==> src/verilog/relay_ctl_pkg.sv <==
// Package for the relay selector and contact input logic.
// Assumes a single 50 MHz system clock; imported by relay_ctl and the bench, not by contact_filter.
package relay_ctl_pkg;
   // Register byte addresses (word index = byte address / 4)
   localparam logic [7:0] REG_RELAY_ONE_SEL   = 8'h00;
   localparam logic [7:0] REG_RELAY_TWO_SEL   = 8'h04;
   localparam logic [7:0] REG_RELAY_THREE_SEL = 8'h08;
   localparam logic [7:0] REG_RELAY_FOUR_SEL  = 8'h0c;
   localparam logic [7:0] REG_CONTACT_ONE_SEL = 8'h10;
   localparam logic [7:0] REG_CONTACT_TWO_SEL = 8'h14;
   localparam logic [7:0] REG_BUS_RELAY_CMD   = 8'h18;
   localparam logic [7:0] REG_STATUS          = 8'h1c;
   localparam logic [7:0] REG_DISPLAY         = 8'h20;
   localparam logic [7:0] REG_PRELUBE_TIME    = 8'h24;
   // Reset values and limits
   localparam logic [2:0] RELAY_SEL_RESET   = 3'h0;
   localparam logic [2:0] RELAY_ONE_SEL_MAX = 3'h7;
   localparam logic [2:0] RELAY_SEL_MAX     = 3'h6;
   localparam logic [1:0] CONTACT_SEL_RESET = 2'h1;
   localparam logic [15:0] PRELUBE_RESET    = 16'h0005;
   // Timing
   localparam int CLK_HZ          = 50_000_000;
   localparam int DEBOUNCE_MS     = 10;
   localparam int DEBOUNCE_CYCLES = CLK_HZ / 1000 * DEBOUNCE_MS;
   localparam int TICK_MS         = 100;
   localparam int TICK_CYCLES     = CLK_HZ / 1000 * TICK_MS;
   // Display characters
   localparam logic [7:0] CHAR_ON    = 8'hdb;
   localparam logic [7:0] CHAR_OFF   = 8'h5f;
   localparam logic [7:0] CHAR_LABEL = 8'h41;
   localparam logic [7:0] CHAR_DIGIT = 8'h30;
   localparam logic [7:0] CHAR_SPACE = 8'h20;

   // Relay function codes
   typedef enum logic [2:0] {
      FN_SYS_FAULT  = 3'b000,
      FN_LAG_PUMP   = 3'b001,
      FN_BUS_CTL    = 3'b010,
      FN_PUMP_FAULT = 3'b011,
      FN_OUT_ACTIVE = 3'b100,
      FN_DAMPER     = 3'b101,
      FN_PRELUBE    = 3'b110,
      FN_JOCKEY     = 3'b111
   } relay_fn_type;

   // Contact input function codes
   typedef enum logic [1:0] {
      CI_CLOSED_RUN = 2'b00,
      CI_OPEN_RUN   = 2'b01,
      CI_ALWAYS_RUN = 2'b10,
      CI_LATCH      = 2'b11
   } contact_fn_type;
endpackage : relay_ctl_pkg

==> src/verilog/contact_filter.sv <==
// Synchroniser and debouncer for one dry contact input.
// Assumes an asynchronous pin level; output is a clean level on clk_in.
`timescale 1ns/100ps
module contact_filter #(
   parameter int STABLE_CYCLES = 500000
) (
   // Clock and reset
   input  wire logic clk_in,
   input  wire logic rst_n_in,
   // Raw pin and filtered level
   input  wire logic pin_in,
   output logic      level_out
);
   logic [2:0]  sync_q;
   logic [19:0] cnt_q;

   // Three stage sync; first stage feeds only the second
   always_ff @(posedge clk_in) begin
      if (!rst_n_in) sync_q <= 3'h0;
      else sync_q <= {sync_q[1:0], pin_in};
   end

   // Accept a change only after it held steady the whole window
   always_ff @(posedge clk_in) begin
      if (!rst_n_in) begin
         cnt_q     <= 20'h0;
         level_out <= 1'b0;
      end else if (sync_q[1] != sync_q[2] || sync_q[2] == level_out) begin
         cnt_q <= 20'h0;
      end else if (cnt_q >= 20'(STABLE_CYCLES - 1)) begin
         cnt_q     <= 20'h0;
         level_out <= sync_q[2];
      end else begin
         cnt_q <= cnt_q + 20'h1;
      end
   end
endmodule : contact_filter

==> src/verilog/relay_ctl.sv <==
// Relay selector and contact input logic of a motor drive controller.
// Assumes a drive core supplying status levels and a keypad confirm pulse.
//
// Our own choices: strobed register access and the placing of the registers.
`timescale 1ns/100ps
module relay_ctl
   import relay_ctl_pkg::*;
#(
   parameter int DEBOUNCE = relay_ctl_pkg::DEBOUNCE_CYCLES,
   parameter int TICK     = relay_ctl_pkg::TICK_CYCLES
) (
   // Clock and reset
   input  wire logic        clk_in,
   input  wire logic        rst_n_in,
   // Register port
   input  wire logic [7:0]  addr_in,
   input  wire logic [31:0] wdata_in,
   input  wire logic        wr_in,
   input  wire logic        rd_in,
   output logic      [31:0] rdata_out,
   // Drive status
   input  wire logic        drive_fault_in,
   input  wire logic        pump_fault_in,
   input  wire logic        lag_pump_in,
   input  wire logic        freq_nonzero_in,
   input  wire logic        at_min_freq_in,
   input  wire logic        auto_mode_in,
   input  wire logic        manual_mode_in,
   input  wire logic        running_in,
   input  wire logic        run_request_in,
   input  wire logic        confirm_key_in,
   // Contact pins
   input  wire logic        contact_input_one,
   input  wire logic        contact_input_two,
   input  wire logic        contact_input_three,
   input  wire logic        contact_input_four,
   // Relay contacts
   output logic             relay_one_open_contact,
   output logic             relay_one_closed_contact,
   output logic             relay_two_open_contact,
   output logic             relay_two_closed_contact,
   output logic             relay_three_open_contact,
   output logic             relay_three_common,
   output logic             relay_four_open_contact,
   output logic             relay_four_common,
   // Run control to drive core
   output logic             run_cmd_out,
   output logic             contact_fault_out,
   output logic             prelube_hold_out,
   // Display line, fifteen characters
   output logic             display_valid_out,
   output logic     [119:0] display_out
);
   import relay_ctl_pkg::*;

   logic [2:0]  relay_sel_q [4];
   logic [1:0]  contact_one_function_select_q;
   logic [1:0]  contact_two_sel_q;
   logic [3:0]  bus_cmd_q;
   logic [15:0] prelube_time_q;
   logic [3:0]  contact_lvl;
   logic [1:0]  latch_q;
   logic [3:0]  relay_d;
   logic [3:0]  relay_q;
   logic        prelube_on_q;
   logic [15:0] prelube_cnt_q;
   logic        prelube_wait_q;
   logic [31:0] tick_cnt_q;
   logic        tick;
   logic        run_d;
   logic        run_prev_q;
   logic [119:0] disp_d;

   // Replace a relay selector write above the legal range of that relay with the reset value
   function automatic logic [2:0] clamp_sel(input logic [2:0] v, input logic [2:0] mx);
      clamp_sel = (v > mx) ? RELAY_SEL_RESET : v;
   endfunction : clamp_sel

   // Run level from one contact input and its selector
   function automatic logic contact_run(input logic [1:0] sel, input logic lvl,
                                        input logic latched);
      case (contact_fn_type'(sel))
         CI_CLOSED_RUN: contact_run = lvl;
         CI_OPEN_RUN:   contact_run = !lvl;
         CI_ALWAYS_RUN: contact_run = 1'b1;
         CI_LATCH:      contact_run = !latched;
         default:       contact_run = 1'b0;
      endcase
   endfunction : contact_run

   // Debounced contact inputs
   contact_filter #(.STABLE_CYCLES(DEBOUNCE)) u_f1 (.clk_in(clk_in), .rst_n_in(rst_n_in),
      .pin_in(contact_input_one), .level_out(contact_lvl[0]));
   contact_filter #(.STABLE_CYCLES(DEBOUNCE)) u_f2 (.clk_in(clk_in), .rst_n_in(rst_n_in),
      .pin_in(contact_input_two), .level_out(contact_lvl[1]));
   contact_filter #(.STABLE_CYCLES(DEBOUNCE)) u_f3 (.clk_in(clk_in), .rst_n_in(rst_n_in),
      .pin_in(contact_input_three), .level_out(contact_lvl[2]));
   contact_filter #(.STABLE_CYCLES(DEBOUNCE)) u_f4 (.clk_in(clk_in), .rst_n_in(rst_n_in),
      .pin_in(contact_input_four), .level_out(contact_lvl[3]));

   // Register writes; illegal selector values fall back to default
   always_ff @(posedge clk_in) begin
      if (!rst_n_in) begin
         for (int i = 0; i < 4; i++) relay_sel_q[i] <= RELAY_SEL_RESET;
         contact_one_function_select_q <= CONTACT_SEL_RESET;
         contact_two_sel_q             <= CONTACT_SEL_RESET;
         bus_cmd_q                     <= 4'h0;
         prelube_time_q                <= PRELUBE_RESET;
      end else if (wr_in) begin
         case (addr_in)
            REG_RELAY_ONE_SEL:
               relay_sel_q[0] <= clamp_sel(wdata_in[2:0], RELAY_ONE_SEL_MAX);
            REG_RELAY_TWO_SEL:
               relay_sel_q[1] <= clamp_sel(wdata_in[2:0], RELAY_SEL_MAX);
            REG_RELAY_THREE_SEL:
               relay_sel_q[2] <= clamp_sel(wdata_in[2:0], RELAY_SEL_MAX);
            REG_RELAY_FOUR_SEL:
               relay_sel_q[3] <= clamp_sel(wdata_in[2:0], RELAY_SEL_MAX);
            REG_CONTACT_ONE_SEL: contact_one_function_select_q <= wdata_in[1:0];
            REG_CONTACT_TWO_SEL: contact_two_sel_q             <= wdata_in[1:0];
            REG_BUS_RELAY_CMD:   bus_cmd_q      <= wdata_in[3:0];
            REG_PRELUBE_TIME:    prelube_time_q <= wdata_in[15:0];
            default: ;
         endcase
      end
   end

   // Register reads, data one cycle after the strobe
   always_ff @(posedge clk_in) begin
      if (!rst_n_in) begin
         rdata_out <= 32'h0;
      end else if (rd_in) begin
         case (addr_in)
            REG_RELAY_ONE_SEL:   rdata_out <= {29'h0, relay_sel_q[0]};
            REG_RELAY_TWO_SEL:   rdata_out <= {29'h0, relay_sel_q[1]};
            REG_RELAY_THREE_SEL: rdata_out <= {29'h0, relay_sel_q[2]};
            REG_RELAY_FOUR_SEL:  rdata_out <= {29'h0, relay_sel_q[3]};
            REG_CONTACT_ONE_SEL: rdata_out <= {30'h0, contact_one_function_select_q};
            REG_CONTACT_TWO_SEL: rdata_out <= {30'h0, contact_two_sel_q};
            REG_BUS_RELAY_CMD:   rdata_out <= {28'h0, bus_cmd_q};
            REG_STATUS: rdata_out <= {20'h0, prelube_on_q, run_cmd_out, latch_q,
                                      relay_q, contact_lvl};
            REG_PRELUBE_TIME:    rdata_out <= {16'h0, prelube_time_q};
            default:             rdata_out <= 32'h0;
         endcase
      end else begin
         rdata_out <= 32'h0;
      end
   end

   // 100 ms tick for the pre-lube countdown
   always_ff @(posedge clk_in) begin
      if (!rst_n_in) tick_cnt_q <= 32'h0;
      else if (tick) tick_cnt_q <= 32'h0;
      else tick_cnt_q <= tick_cnt_q + 32'h1;
   end
   assign tick = (tick_cnt_q >= 32'(TICK - 1));

   // Latched contact faults; set wins over the confirm key
   always_ff @(posedge clk_in) begin
      if (!rst_n_in) begin
         latch_q <= 2'h0;
      end else begin
         for (int i = 0; i < 2; i++) begin
            if ((i == 0 ? contact_one_function_select_q : contact_two_sel_q) == CI_LATCH
                && !contact_lvl[i])
               latch_q[i] <= 1'b1;
            else if (confirm_key_in)
               latch_q[i] <= 1'b0;
         end
      end
   end

   // Run decision from both programmed inputs
   always_comb begin
      run_d = contact_run(contact_one_function_select_q, contact_lvl[0], latch_q[0])
            & contact_run(contact_two_sel_q, contact_lvl[1], latch_q[1]);
   end

   always_ff @(posedge clk_in) begin
      if (!rst_n_in) begin
         run_cmd_out       <= 1'b0;
         contact_fault_out <= 1'b0;
         run_prev_q        <= 1'b0;
      end else begin
         run_cmd_out       <= run_d & ~prelube_wait_q;
         contact_fault_out <= |latch_q;
         run_prev_q        <= run_request_in;
      end
   end

   // Pre-lube: energize on a new run, count, then release at min frequency
   always_ff @(posedge clk_in) begin
      if (!rst_n_in) begin
         prelube_on_q   <= 1'b0;
         prelube_wait_q <= 1'b0;
         prelube_cnt_q  <= 16'h0;
      end else if (!run_request_in) begin
         prelube_on_q   <= 1'b0;
         prelube_wait_q <= 1'b0;
      end else if (run_request_in && !run_prev_q && (auto_mode_in || manual_mode_in)) begin
         prelube_on_q   <= 1'b1;
         prelube_wait_q <= 1'b1;
         prelube_cnt_q  <= prelube_time_q;
      end else if (prelube_wait_q) begin
         if (prelube_cnt_q == 16'h0) prelube_wait_q <= 1'b0;
         else if (tick) prelube_cnt_q <= prelube_cnt_q - 16'h1;
      end else if (at_min_freq_in) begin
         prelube_on_q <= 1'b0;
      end
   end

   always_ff @(posedge clk_in) begin
      if (!rst_n_in) prelube_hold_out <= 1'b0;
      else prelube_hold_out <= prelube_wait_q;
   end

   // Relay function selection
   always_comb begin
      for (int i = 0; i < 4; i++) begin
         case (relay_fn_type'(relay_sel_q[i]))
            FN_SYS_FAULT:  relay_d[i] = drive_fault_in;
            FN_LAG_PUMP:   relay_d[i] = lag_pump_in;
            FN_BUS_CTL:    relay_d[i] = bus_cmd_q[i];
            FN_PUMP_FAULT: relay_d[i] = pump_fault_in;
            FN_OUT_ACTIVE: relay_d[i] = freq_nonzero_in;
            FN_DAMPER:     relay_d[i] = contact_lvl[0] & auto_mode_in & running_in;
            FN_PRELUBE:    relay_d[i] = prelube_on_q;
            FN_JOCKEY:     relay_d[i] = (i == 0) & freq_nonzero_in;
            default:       relay_d[i] = 1'b0;
         endcase
      end
   end

   // Relay drivers; one and two have a closed contact as well
   always_ff @(posedge clk_in) begin
      if (!rst_n_in) begin
         relay_q                  <= 4'h0;
         relay_one_open_contact   <= 1'b0;
         relay_one_closed_contact <= 1'b1;
         relay_two_open_contact   <= 1'b0;
         relay_two_closed_contact <= 1'b1;
         relay_three_open_contact <= 1'b0;
         relay_three_common       <= 1'b0;
         relay_four_open_contact  <= 1'b0;
         relay_four_common        <= 1'b0;
      end else begin
         relay_q                  <= relay_d;
         relay_one_open_contact   <= relay_d[0];
         relay_one_closed_contact <= ~relay_d[0];
         relay_two_open_contact   <= relay_d[1];
         relay_two_closed_contact <= ~relay_d[1];
         relay_three_open_contact <= relay_d[2];
         relay_three_common       <= relay_d[2];
         relay_four_open_contact  <= relay_d[3];
         relay_four_common        <= relay_d[3];
      end
   end

   // Status line "A1s A2s A3s A4s", 15 chars; spaces preset so the gaps between groups are blank
   always_comb begin
      disp_d = {15{CHAR_SPACE}};
      for (int i = 0; i < 4; i++) begin
         disp_d[119 - 32*i -: 8] = CHAR_LABEL;
         disp_d[111 - 32*i -: 8] = CHAR_DIGIT + 8'(i + 1);
         disp_d[103 - 32*i -: 8] = contact_lvl[i] ? CHAR_ON : CHAR_OFF;
      end
   end

   always_ff @(posedge clk_in) begin
      if (!rst_n_in) begin
         display_valid_out <= 1'b0;
         display_out       <= '0;
      end else begin
         display_valid_out <= auto_mode_in & ~running_in;
         display_out       <= disp_d;
      end
   end

   // Checks
   AST_LATCH_SET: assert property (@(posedge clk_in) disable iff (!rst_n_in)
      (contact_one_function_select_q == CI_LATCH && !contact_lvl[0])
      |=> latch_q[0] ##1 (contact_fault_out && !run_cmd_out))
      else $error("latched input did not stop the motor");
   AST_LATCH_HOLD: assert property (@(posedge clk_in) disable iff (!rst_n_in)
      (latch_q[0] && !confirm_key_in) |=> latch_q[0])
      else $error("latched fault cleared without confirm");
   AST_FAULT_RELAY: assert property (@(posedge clk_in) disable iff (!rst_n_in)
      (relay_sel_q[0] == FN_SYS_FAULT) |=> relay_one_open_contact == $past(drive_fault_in))
      else $error("fault relay does not follow fault");
   AST_ACTIVE_RELAY: assert property (@(posedge clk_in) disable iff (!rst_n_in)
      (relay_sel_q[1] == FN_OUT_ACTIVE) |=> relay_two_open_contact == $past(freq_nonzero_in))
      else $error("output active relay wrong");
   AST_JOCKEY: assert property (@(posedge clk_in) disable iff (!rst_n_in)
      (relay_sel_q[0] == FN_JOCKEY && !freq_nonzero_in) |=> !relay_one_open_contact)
      else $error("jockey relay closed at zero frequency");
   AST_SEL_RANGE: assert property (@(posedge clk_in) disable iff (!rst_n_in)
      relay_sel_q[1] != FN_JOCKEY && relay_sel_q[2] != FN_JOCKEY && relay_sel_q[3] != FN_JOCKEY)
      else $error("function 7 on a relay other than one");
   AST_CONTACT_PAIR: assert property (@(posedge clk_in) disable iff (!rst_n_in)
      relay_one_open_contact != relay_one_closed_contact)
      else $error("relay one contacts not complementary");
   AST_ALWAYS_RUN: assert property (@(posedge clk_in) disable iff (!rst_n_in)
      (contact_one_function_select_q == CI_ALWAYS_RUN && contact_two_sel_q == CI_ALWAYS_RUN
       && !prelube_wait_q) |=> run_cmd_out)
      else $error("always run selectors did not run");
   AST_DISPLAY: assert property (@(posedge clk_in) disable iff (!rst_n_in)
      1'b1 |=> display_out[103:96] == ($past(contact_lvl[0]) ? CHAR_ON : CHAR_OFF))
      else $error("display symbol wrong");
   AST_LAG_RELAY: assert property (@(posedge clk_in) disable iff (!rst_n_in)
      (relay_sel_q[0] == FN_LAG_PUMP) |=> relay_one_open_contact == $past(lag_pump_in))
      else $error("lag relay does not follow staging");
   AST_BUS_RELAY: assert property (@(posedge clk_in) disable iff (!rst_n_in)
      (relay_sel_q[0] == FN_BUS_CTL) |=> relay_one_open_contact == $past(bus_cmd_q[0]))
      else $error("bus relay does not follow command");
   AST_PUMP_RELAY: assert property (@(posedge clk_in) disable iff (!rst_n_in)
      (relay_sel_q[0] == FN_PUMP_FAULT) |=> relay_one_open_contact == $past(pump_fault_in))
      else $error("pump fault relay does not follow pump fault");
   AST_PRELUBE_HOLD: assert property (@(posedge clk_in) disable iff (!rst_n_in)
      prelube_wait_q |=> (!run_cmd_out && prelube_hold_out))
      else $error("output allowed during pre-lube wait");
   AST_PAIR_TWO: assert property (@(posedge clk_in) disable iff (!rst_n_in)
      relay_two_open_contact != relay_two_closed_contact)
      else $error("relay two contacts not complementary");
endmodule : relay_ctl

==> config.mk <==
export PLATFORM = sky130hd
export DESIGN_NAME = relay_ctl
export DESIGN_NICKNAME = d
export VERILOG_FILES = /design/src/verilog/relay_ctl_pkg.sv /design/src/verilog/contact_filter.sv /design/src/verilog/relay_ctl.sv
export SDC_FILE = /design/constraint.sdc
export NUM_CORES = 1
export LEC_CHECK = 0
export BUFFER_PORTS_ARGS = -buffer_cell sky130_fd_sc_hd__buf_2
export CORE_AREA = 2 2 142 199
export DETAILED_ROUTE_END_ITERATION = 7
export DIE_AREA = 0 0 144 201
export GPL_TIMING_DRIVEN = 0
export PLACE_DENSITY = 0.58
export SLEW_MARGIN = 10
export SYNTH_ARGS = -nofsm -noshare
export SYNTH_HDL_FRONTEND = slang
export SYNTH_HIERARCHICAL = 1
export SYNTH_SLANG_ARGS = --single-unit
==> constraint.sdc <==
create_clock -name clk_in -period 2.7 [get_ports clk_in]
set_input_delay 0.27 -clock clk_in [delete_from_list [all_inputs] [get_ports clk_in]]
set_output_delay 0.27 -clock clk_in [all_outputs]
set_load 0.02 [all_outputs]
## After elaboration in Yosys (flattened, before gate mapping)

Memories as Yosys holds them, arrays and structs flattened.
Cells that the tools add are included.

| storage, ports and cells | value |
|---|---|
| bits in registers | 339 |
| memory bits (writable) | 12 |
| output and inout bits | 164 |
| word-level logic and storage cells | 215 |
| memories | 1 |

Memory list:

| memory | words | bits a word | rd ports | clocked after memory_dff | write ports | RTL line | RTL |
|---|---|---|---|---|---|---|---|
| relay_sel_q | 4 | 3 | 4 | 0 | 4 | relay_ctl.sv:56 | `logic [2:0] relay_sel_q [4];` |

| cells by class | value |
|---|---|
| add/sub/neg operators | 6 |
| $lt $le $gt $ge | 7 |
| eq/ne operators | 52 |
| multiplexer cells | 48 |
| bitwise gates (word level) | 18 |
| reduce and logical (&&, ||, !) cells | 46 |

Operators by type and width:

| kind | count |
|---|---|
| case mux 16 bit (9 select lines) | 1 |
| 2-to-1 mux 119 bit | 1 |
| adder 20 x 1 -> 20 bit (second input constant) | 4 |
| greater-or-equal comparator 20 x 19 -> 1 bit (second input constant) | 4 |
| 2-to-1 mux 16 bit | 4 |
| equality test 3 bit (second input constant) | 16 |
| adder 32 x 1 -> 32 bit (second input constant) | 1 |
| equality test 8 x 5 -> 1 bit (second input constant) | 4 |
| greater-or-equal comparator 32 x 23 -> 1 bit (second input constant) | 1 |
| 2-to-1 mux 8 bit | 4 |
| 2-to-1 mux 1 bit | 26 |
| equality test 3 x 2 -> 1 bit (second input constant) | 8 |
| case mux 1 bit (8 select lines) | 3 |
| AND reduction 2 bit | 11 |
| 2-to-1 mux 3 bit | 6 |
| equality test 8 x 4 -> 1 bit (second input constant) | 2 |
| logical NOT 16 bit | 1 |
| subtractor 16 x 1 -> 16 bit (second input constant) | 1 |
| equality test 3 x 1 -> 1 bit (second input constant) | 4 |
| logical NOT 3 bit | 4 |
| OR reduction 3 bit | 4 |
| nonzero test 2 bit | 5 |
| inverter 1 bit | 9 |
| equality test 2 bit (second input constant) | 4 |
| 19 further kinds | 49 |

## Longest topological paths before layout

| depth | value |
|---|---|
| depth after elaboration | 6 |
| depth in mapped cells | 9 |
| depth with buffers taken out | 6 |

## Hierarchy

Netlist, hierarchy kept.

By module, submodules not included:

| module | instances | cells each | area an instance (um^2) |
|---|---|---|---|
| relay_ctl | 1 | 695 | 6,206.0 |
| contact_filter | 4 | 125 | 1,123.6 |

## Worst setup path after synthesis

No wires, ideal clock.

| timing path | value |
|---|---|
| path type | input to register |
| start | in addr_in[1] |
| end | mem relay_sel_q[0][0] (enable) |
| setup time | 0.355 ns |
| data arrival time | 1.699 ns |
| data required time | 2.345 ns |
| slack | 0.646 ns |
| stages | 4 |
| path through | or4_1 > nor3_2 > nand2_1 > o31ai_1 |

RTL lines:

| what | RTL line | RTL |
|---|---|---|
| start: declaration | relay_ctl.sv:16 | `input wire logic [7:0] addr_in,` |
| end: declaration | relay_ctl.sv:56 |  |

## Worst setup path in the final report

| timing path | value |
|---|---|
| start | reg tick_cnt_q[0] |
| end | reg prelube_cnt_q[14] |

| on the way | value |
|---|---|
| cells in the longest elaborated chain, start to end | 3 |

RTL lines:

| what | RTL line | RTL |
|---|---|---|
| start: declaration | relay_ctl.sv:68 | `logic [31:0] tick_cnt_q;` |
| start signal: assignment | relay_ctl.sv:155 | `else tick_cnt_q <= tick_cnt_q + 32'h1;` |
| greater-or-equal comparator 32 x 23 -> 1 bit | relay_ctl.sv:157 | `assign tick = (tick_cnt_q >= 32'(TICK - 1));` |
| nonzero test 2 bit (no source line) | n/a |  |
| AND reduction 4 bit (no source line) | n/a |  |
| end signal: assignment | relay_ctl.sv:204 | `prelube_cnt_q <= prelube_time_q;` |
| end signal: assignment | relay_ctl.sv:207 | `else if (tick) prelube_cnt_q <= prelube_cnt_q - 16'h1;` |
| end: declaration | relay_ctl.sv:66 | `logic [15:0] prelube_cnt_q;` |

No other way between the ends.
A chain may end at the register's enable or synchronous reset.

==> flow_summary.toml <==
[clock_network]
cts_tree = "yes"
cts_buffers = 24
cts_hold_buf = 10
post_cts_resized = 0
cts_setup_buffers = 0
clkSinkCount = 221
worstSkewPairLatency_ns = 0.52
path_clk_slew_ns = 0.06
clockRootBuffer = "clkbuf_16"
clock_path_buffers = 3
htree_levels = 1

[setup_path]
r2r-start = "tick_cnt_q[0]"
cp_top_family = "compound AO/OA/AOI/OAI gates"
rrSetupSlack_ns = 0.40
arrival_ns = 2.74
worstReg2RegEnd = "prelube_cnt_q[14]"
cp_max_fo = 9
path_buf_inv = 0
cp-start-kind = "flip-flop"
worstSetupPathType = "reg2reg"
slowest_stage = "a211oi_4"
max_stage_delay_ns = 0.47
timing.critical_path.cells = "ha_1, nand3_2, a211o_1, a211oi_4, or3b_1, a31oi_1"
critPathRequiredTime_ns = 3.14
rr_worst_depth = 6
endpoint_kind = "flip-flop"

[routing]
route.detailed.drc = 0
avgViaCountPerCell = 4.818
routedWlPerCell_um = 14.53
via_count = 8836
routed_wl_um = 26650
first_pass_iters = 5
postRouteAntennaNets = 0
dr.first_iter.drc_count = 389

[layout]
area_growth_syn_to_layout_pct = 22.93
seqCellArea_um2 = 4544
post-route-util_pct = 48.19
multiInputGateArea_um2 = 5236
nets = 1509
final_cell_area_um2 = 13150
final_layout_size_suffix_gt1_share_pct = 23.46
finalNonFillerCells = 1834
fill_cells = 2668

[placement]
routabilityCongestion = 0.8832
dp_hpwl_um = 19820
dp_cells = 1778
place_area_um2 = 12110
post-place-ws_ns = 0.09739
io_buffer_count = 121

[logic_synthesis]
synth.distinct_cells = 71
synth_xor_area_share_pct = 5.484
synth_edf_count = 12
synthArstFlopShare_pct = 0
synthMuxAreaShare_pct = 2.198
ys_seq_elements = 221
synth_top_family_by_area = "simple AND/OR/NAND/NOR gates"
yosys.area_share.simple_pct = 25.09
yosysWarnings = 6
yosysSeqAreaShare_pct = 42.47
synth_ff_type = "dfxtp_1"
synth_area_um2 = 10700
synth_fa_ha_area_share_pct = 0.8185
synthCells = 1195
synth-compound-area-share_pct = 11.94
syn_area_per_cell_um2 = 8.954

[floorplanning]
die_h_um = 201
io-pin-count = 222
die_w_um = 144
rows = 72
initial_core_util_pct = 39.20
fp.coreArea_um2 = 27300
die_area_um2 = 28940

[timing]
fin_hold_ws_ns = 0.01424
achievable-frequency_mhz = 434.5
fin_ws_ns = 0.3983
worst_pin_slew_ns = 0.7095
slew_viol_final = 0
slew_headroom_pct = 52.70
clock_skew_ns = 0.009772
finalSetupTns_ns = 0
rsz0062_at_grt = "false"
finalCritPeriodShare_pct = 85.25
fin_crit_ns = 2.302
finalSetupViolations = 0
hold_viol_final = 0

[worst_hold_path]
min_to = "prelube_time_q[14]"
holdPathStages = 3
hold_class = "in2reg"
hold_path.startpoint = "wdata_in[14]"

[pwr]
peakVddDrop_mv = 0.3626
p_per_area_nw_per_um2 = 597.1
leakagePower_nw = 5.154
total_power_mw = 7.854

[global_routing]
grt_pass1_vias = 8498
grt_usage_pct = 18.35
antenna_found_initial = 4
grt_pass1_wl_um = 43000
overflow = 0
grt_max_degree = 35

[flow_run]
maxCapViolCount = 0

[outcome]
status = "complete, no violations"
Yosys cell counts, types with 10 or more instances:
| cell | n | area [um^2] |
|---|---|---|
| a31oi_1 | 14 | 87.58 |
| buf_4 | 129 | 968.4 |
| xnor2_1 | 42 | 367.9 |
| inv_1 | 22 | 82.58 |
| o211ai_1 | 16 | 120.1 |
| nand2b_1 | 11 | 68.82 |
| nand2_1 | 110 | 412.9 |
| a211oi_1 | 25 | 187.7 |
| and2_1 | 33 | 206.5 |
| o21ai_0 | 46 | 230.2 |
| mux2i_1 | 10 | 100.1 |
| and3_1 | 15 | 93.84 |
| dfxtp_1 | 209 | 4184 |
| nand4_1 | 16 | 100.1 |
| clkbuf_1 | 27 | 101.4 |
| a21oi_1 | 31 | 155.2 |
| nor2_1 | 77 | 289.0 |
| nand3_1 | 37 | 185.2 |
| a22oi_1 | 11 | 82.58 |
| and4_1 | 19 | 166.4 |
| xor2_1 | 25 | 219.0 |
| nor3_1 | 81 | 405.4 |
| edfxtp_1 | 12 | 360.4 |
| nor4_1 | 18 | 112.6 |
| or3_1 | 25 | 156.4 |
worst reg2reg max path, stage by stage, from the launching register on:
cell and delay (ns):
dfxtp_1 0.40, ha_1 0.24, nand3_2 0.17, a211o_1 0.38
a211oi_4 0.47, or3b_1 0.39, a31oi_1 0.17
where the power goes:
| part | switching, mW | internal, mW |
|---|---|---|
| combinational | 0.393 | 0.275 |
| clock | 1.35 | 2.43 |
| sequential | 0.0553 | 3.35 |
| total | 1.79 | 6.06 |
placed cells by master (no fill, tap or decap), types with 28 or more instances in the layout:
cell / n
nand2_1: 110
nand3_1: 37
o21ai_0: 46
buf_2: 127
nor3_1: 81
buf_4: 129
a21oi_1: 31
dfxtp_1: 209
and2_1: 33
conb_1: 97
xnor2_1: 42
nor2_1: 77
clkbuf_1: 28
layer usage:
metal  track usage, %  share of wire, %  routed length (um)  vias to the layer above
met5                0             0.075                  20                        -
met4            7.563               3.6                 959                        4
met3            3.220               4.5                1205                       51
met2            33.16                51               13610                      166
met1            20.98                41               10850                     4081
li1                 -                 -                   -                     4534
how the worst max path moves through the flow:
stage	startpoint	to	slack (ns)	cells past startpoint
5_1_grt	tick_cnt_q[30]	tick_cnt_q[19]	0.23	8
4_1_cts	tick_cnt_q[30]	tick_cnt_q[9]	0.37	8
6_report	tick_cnt_q[0]	prelube_cnt_q[14]	0.40	6
3_3_place_gp	addr_in[1]	relay_sel_q[0][0]	0.11	5
2_1_floorplan	addr_in[1]	relay_sel_q[0][0]	0.65	4
3_5_place_dp	addr_in[1]	relay_sel_q[0][1]	0.1	5
flip-flops by register name (all words and copies together) (netlist names), 3 cells and up:
name / flops
tick_cnt_q: 32
u_f1/cnt_q: 20
u_f2/cnt_q: 20
u_f3/cnt_q: 20
u_f4/cnt_q: 20
prelube_cnt_q: 16
prelube_time_q: 16
rdata_out: 16
relay_sel_q: 12
display_out: 10
bus_cmd_q: 4
relay_q: 3
u_f1/sync_q: 3
u_f2/sync_q: 3
u_f3/sync_q: 3
u_f4/sync_q: 3
layout make-up:
class,count,share of cell area [%]
Buffer,169,8.960
Multi-Input combinational cell,874,39.81
Timing Repair Buffer,131,5.365
Antenna cell,2,0.03805
Tap cell,370,3.519
Sequential cell,221,34.55
Inverter,23,0.6563
Clock inverter,8,1.275
Clock buffer,36,5.831
logic make-up after synthesis:
logic type / count (synthesis)
AND/OR/NAND/NOR: 496
flip-flops: 221
buffers and inverters: 192
AO/OA/AOI/OAI: 190
XOR/XNOR: 67
multiplexers: 17
adder cells (fa/ha/maj): 7
other: 5
Note: power is estimated with default switching activity, not from simulation.
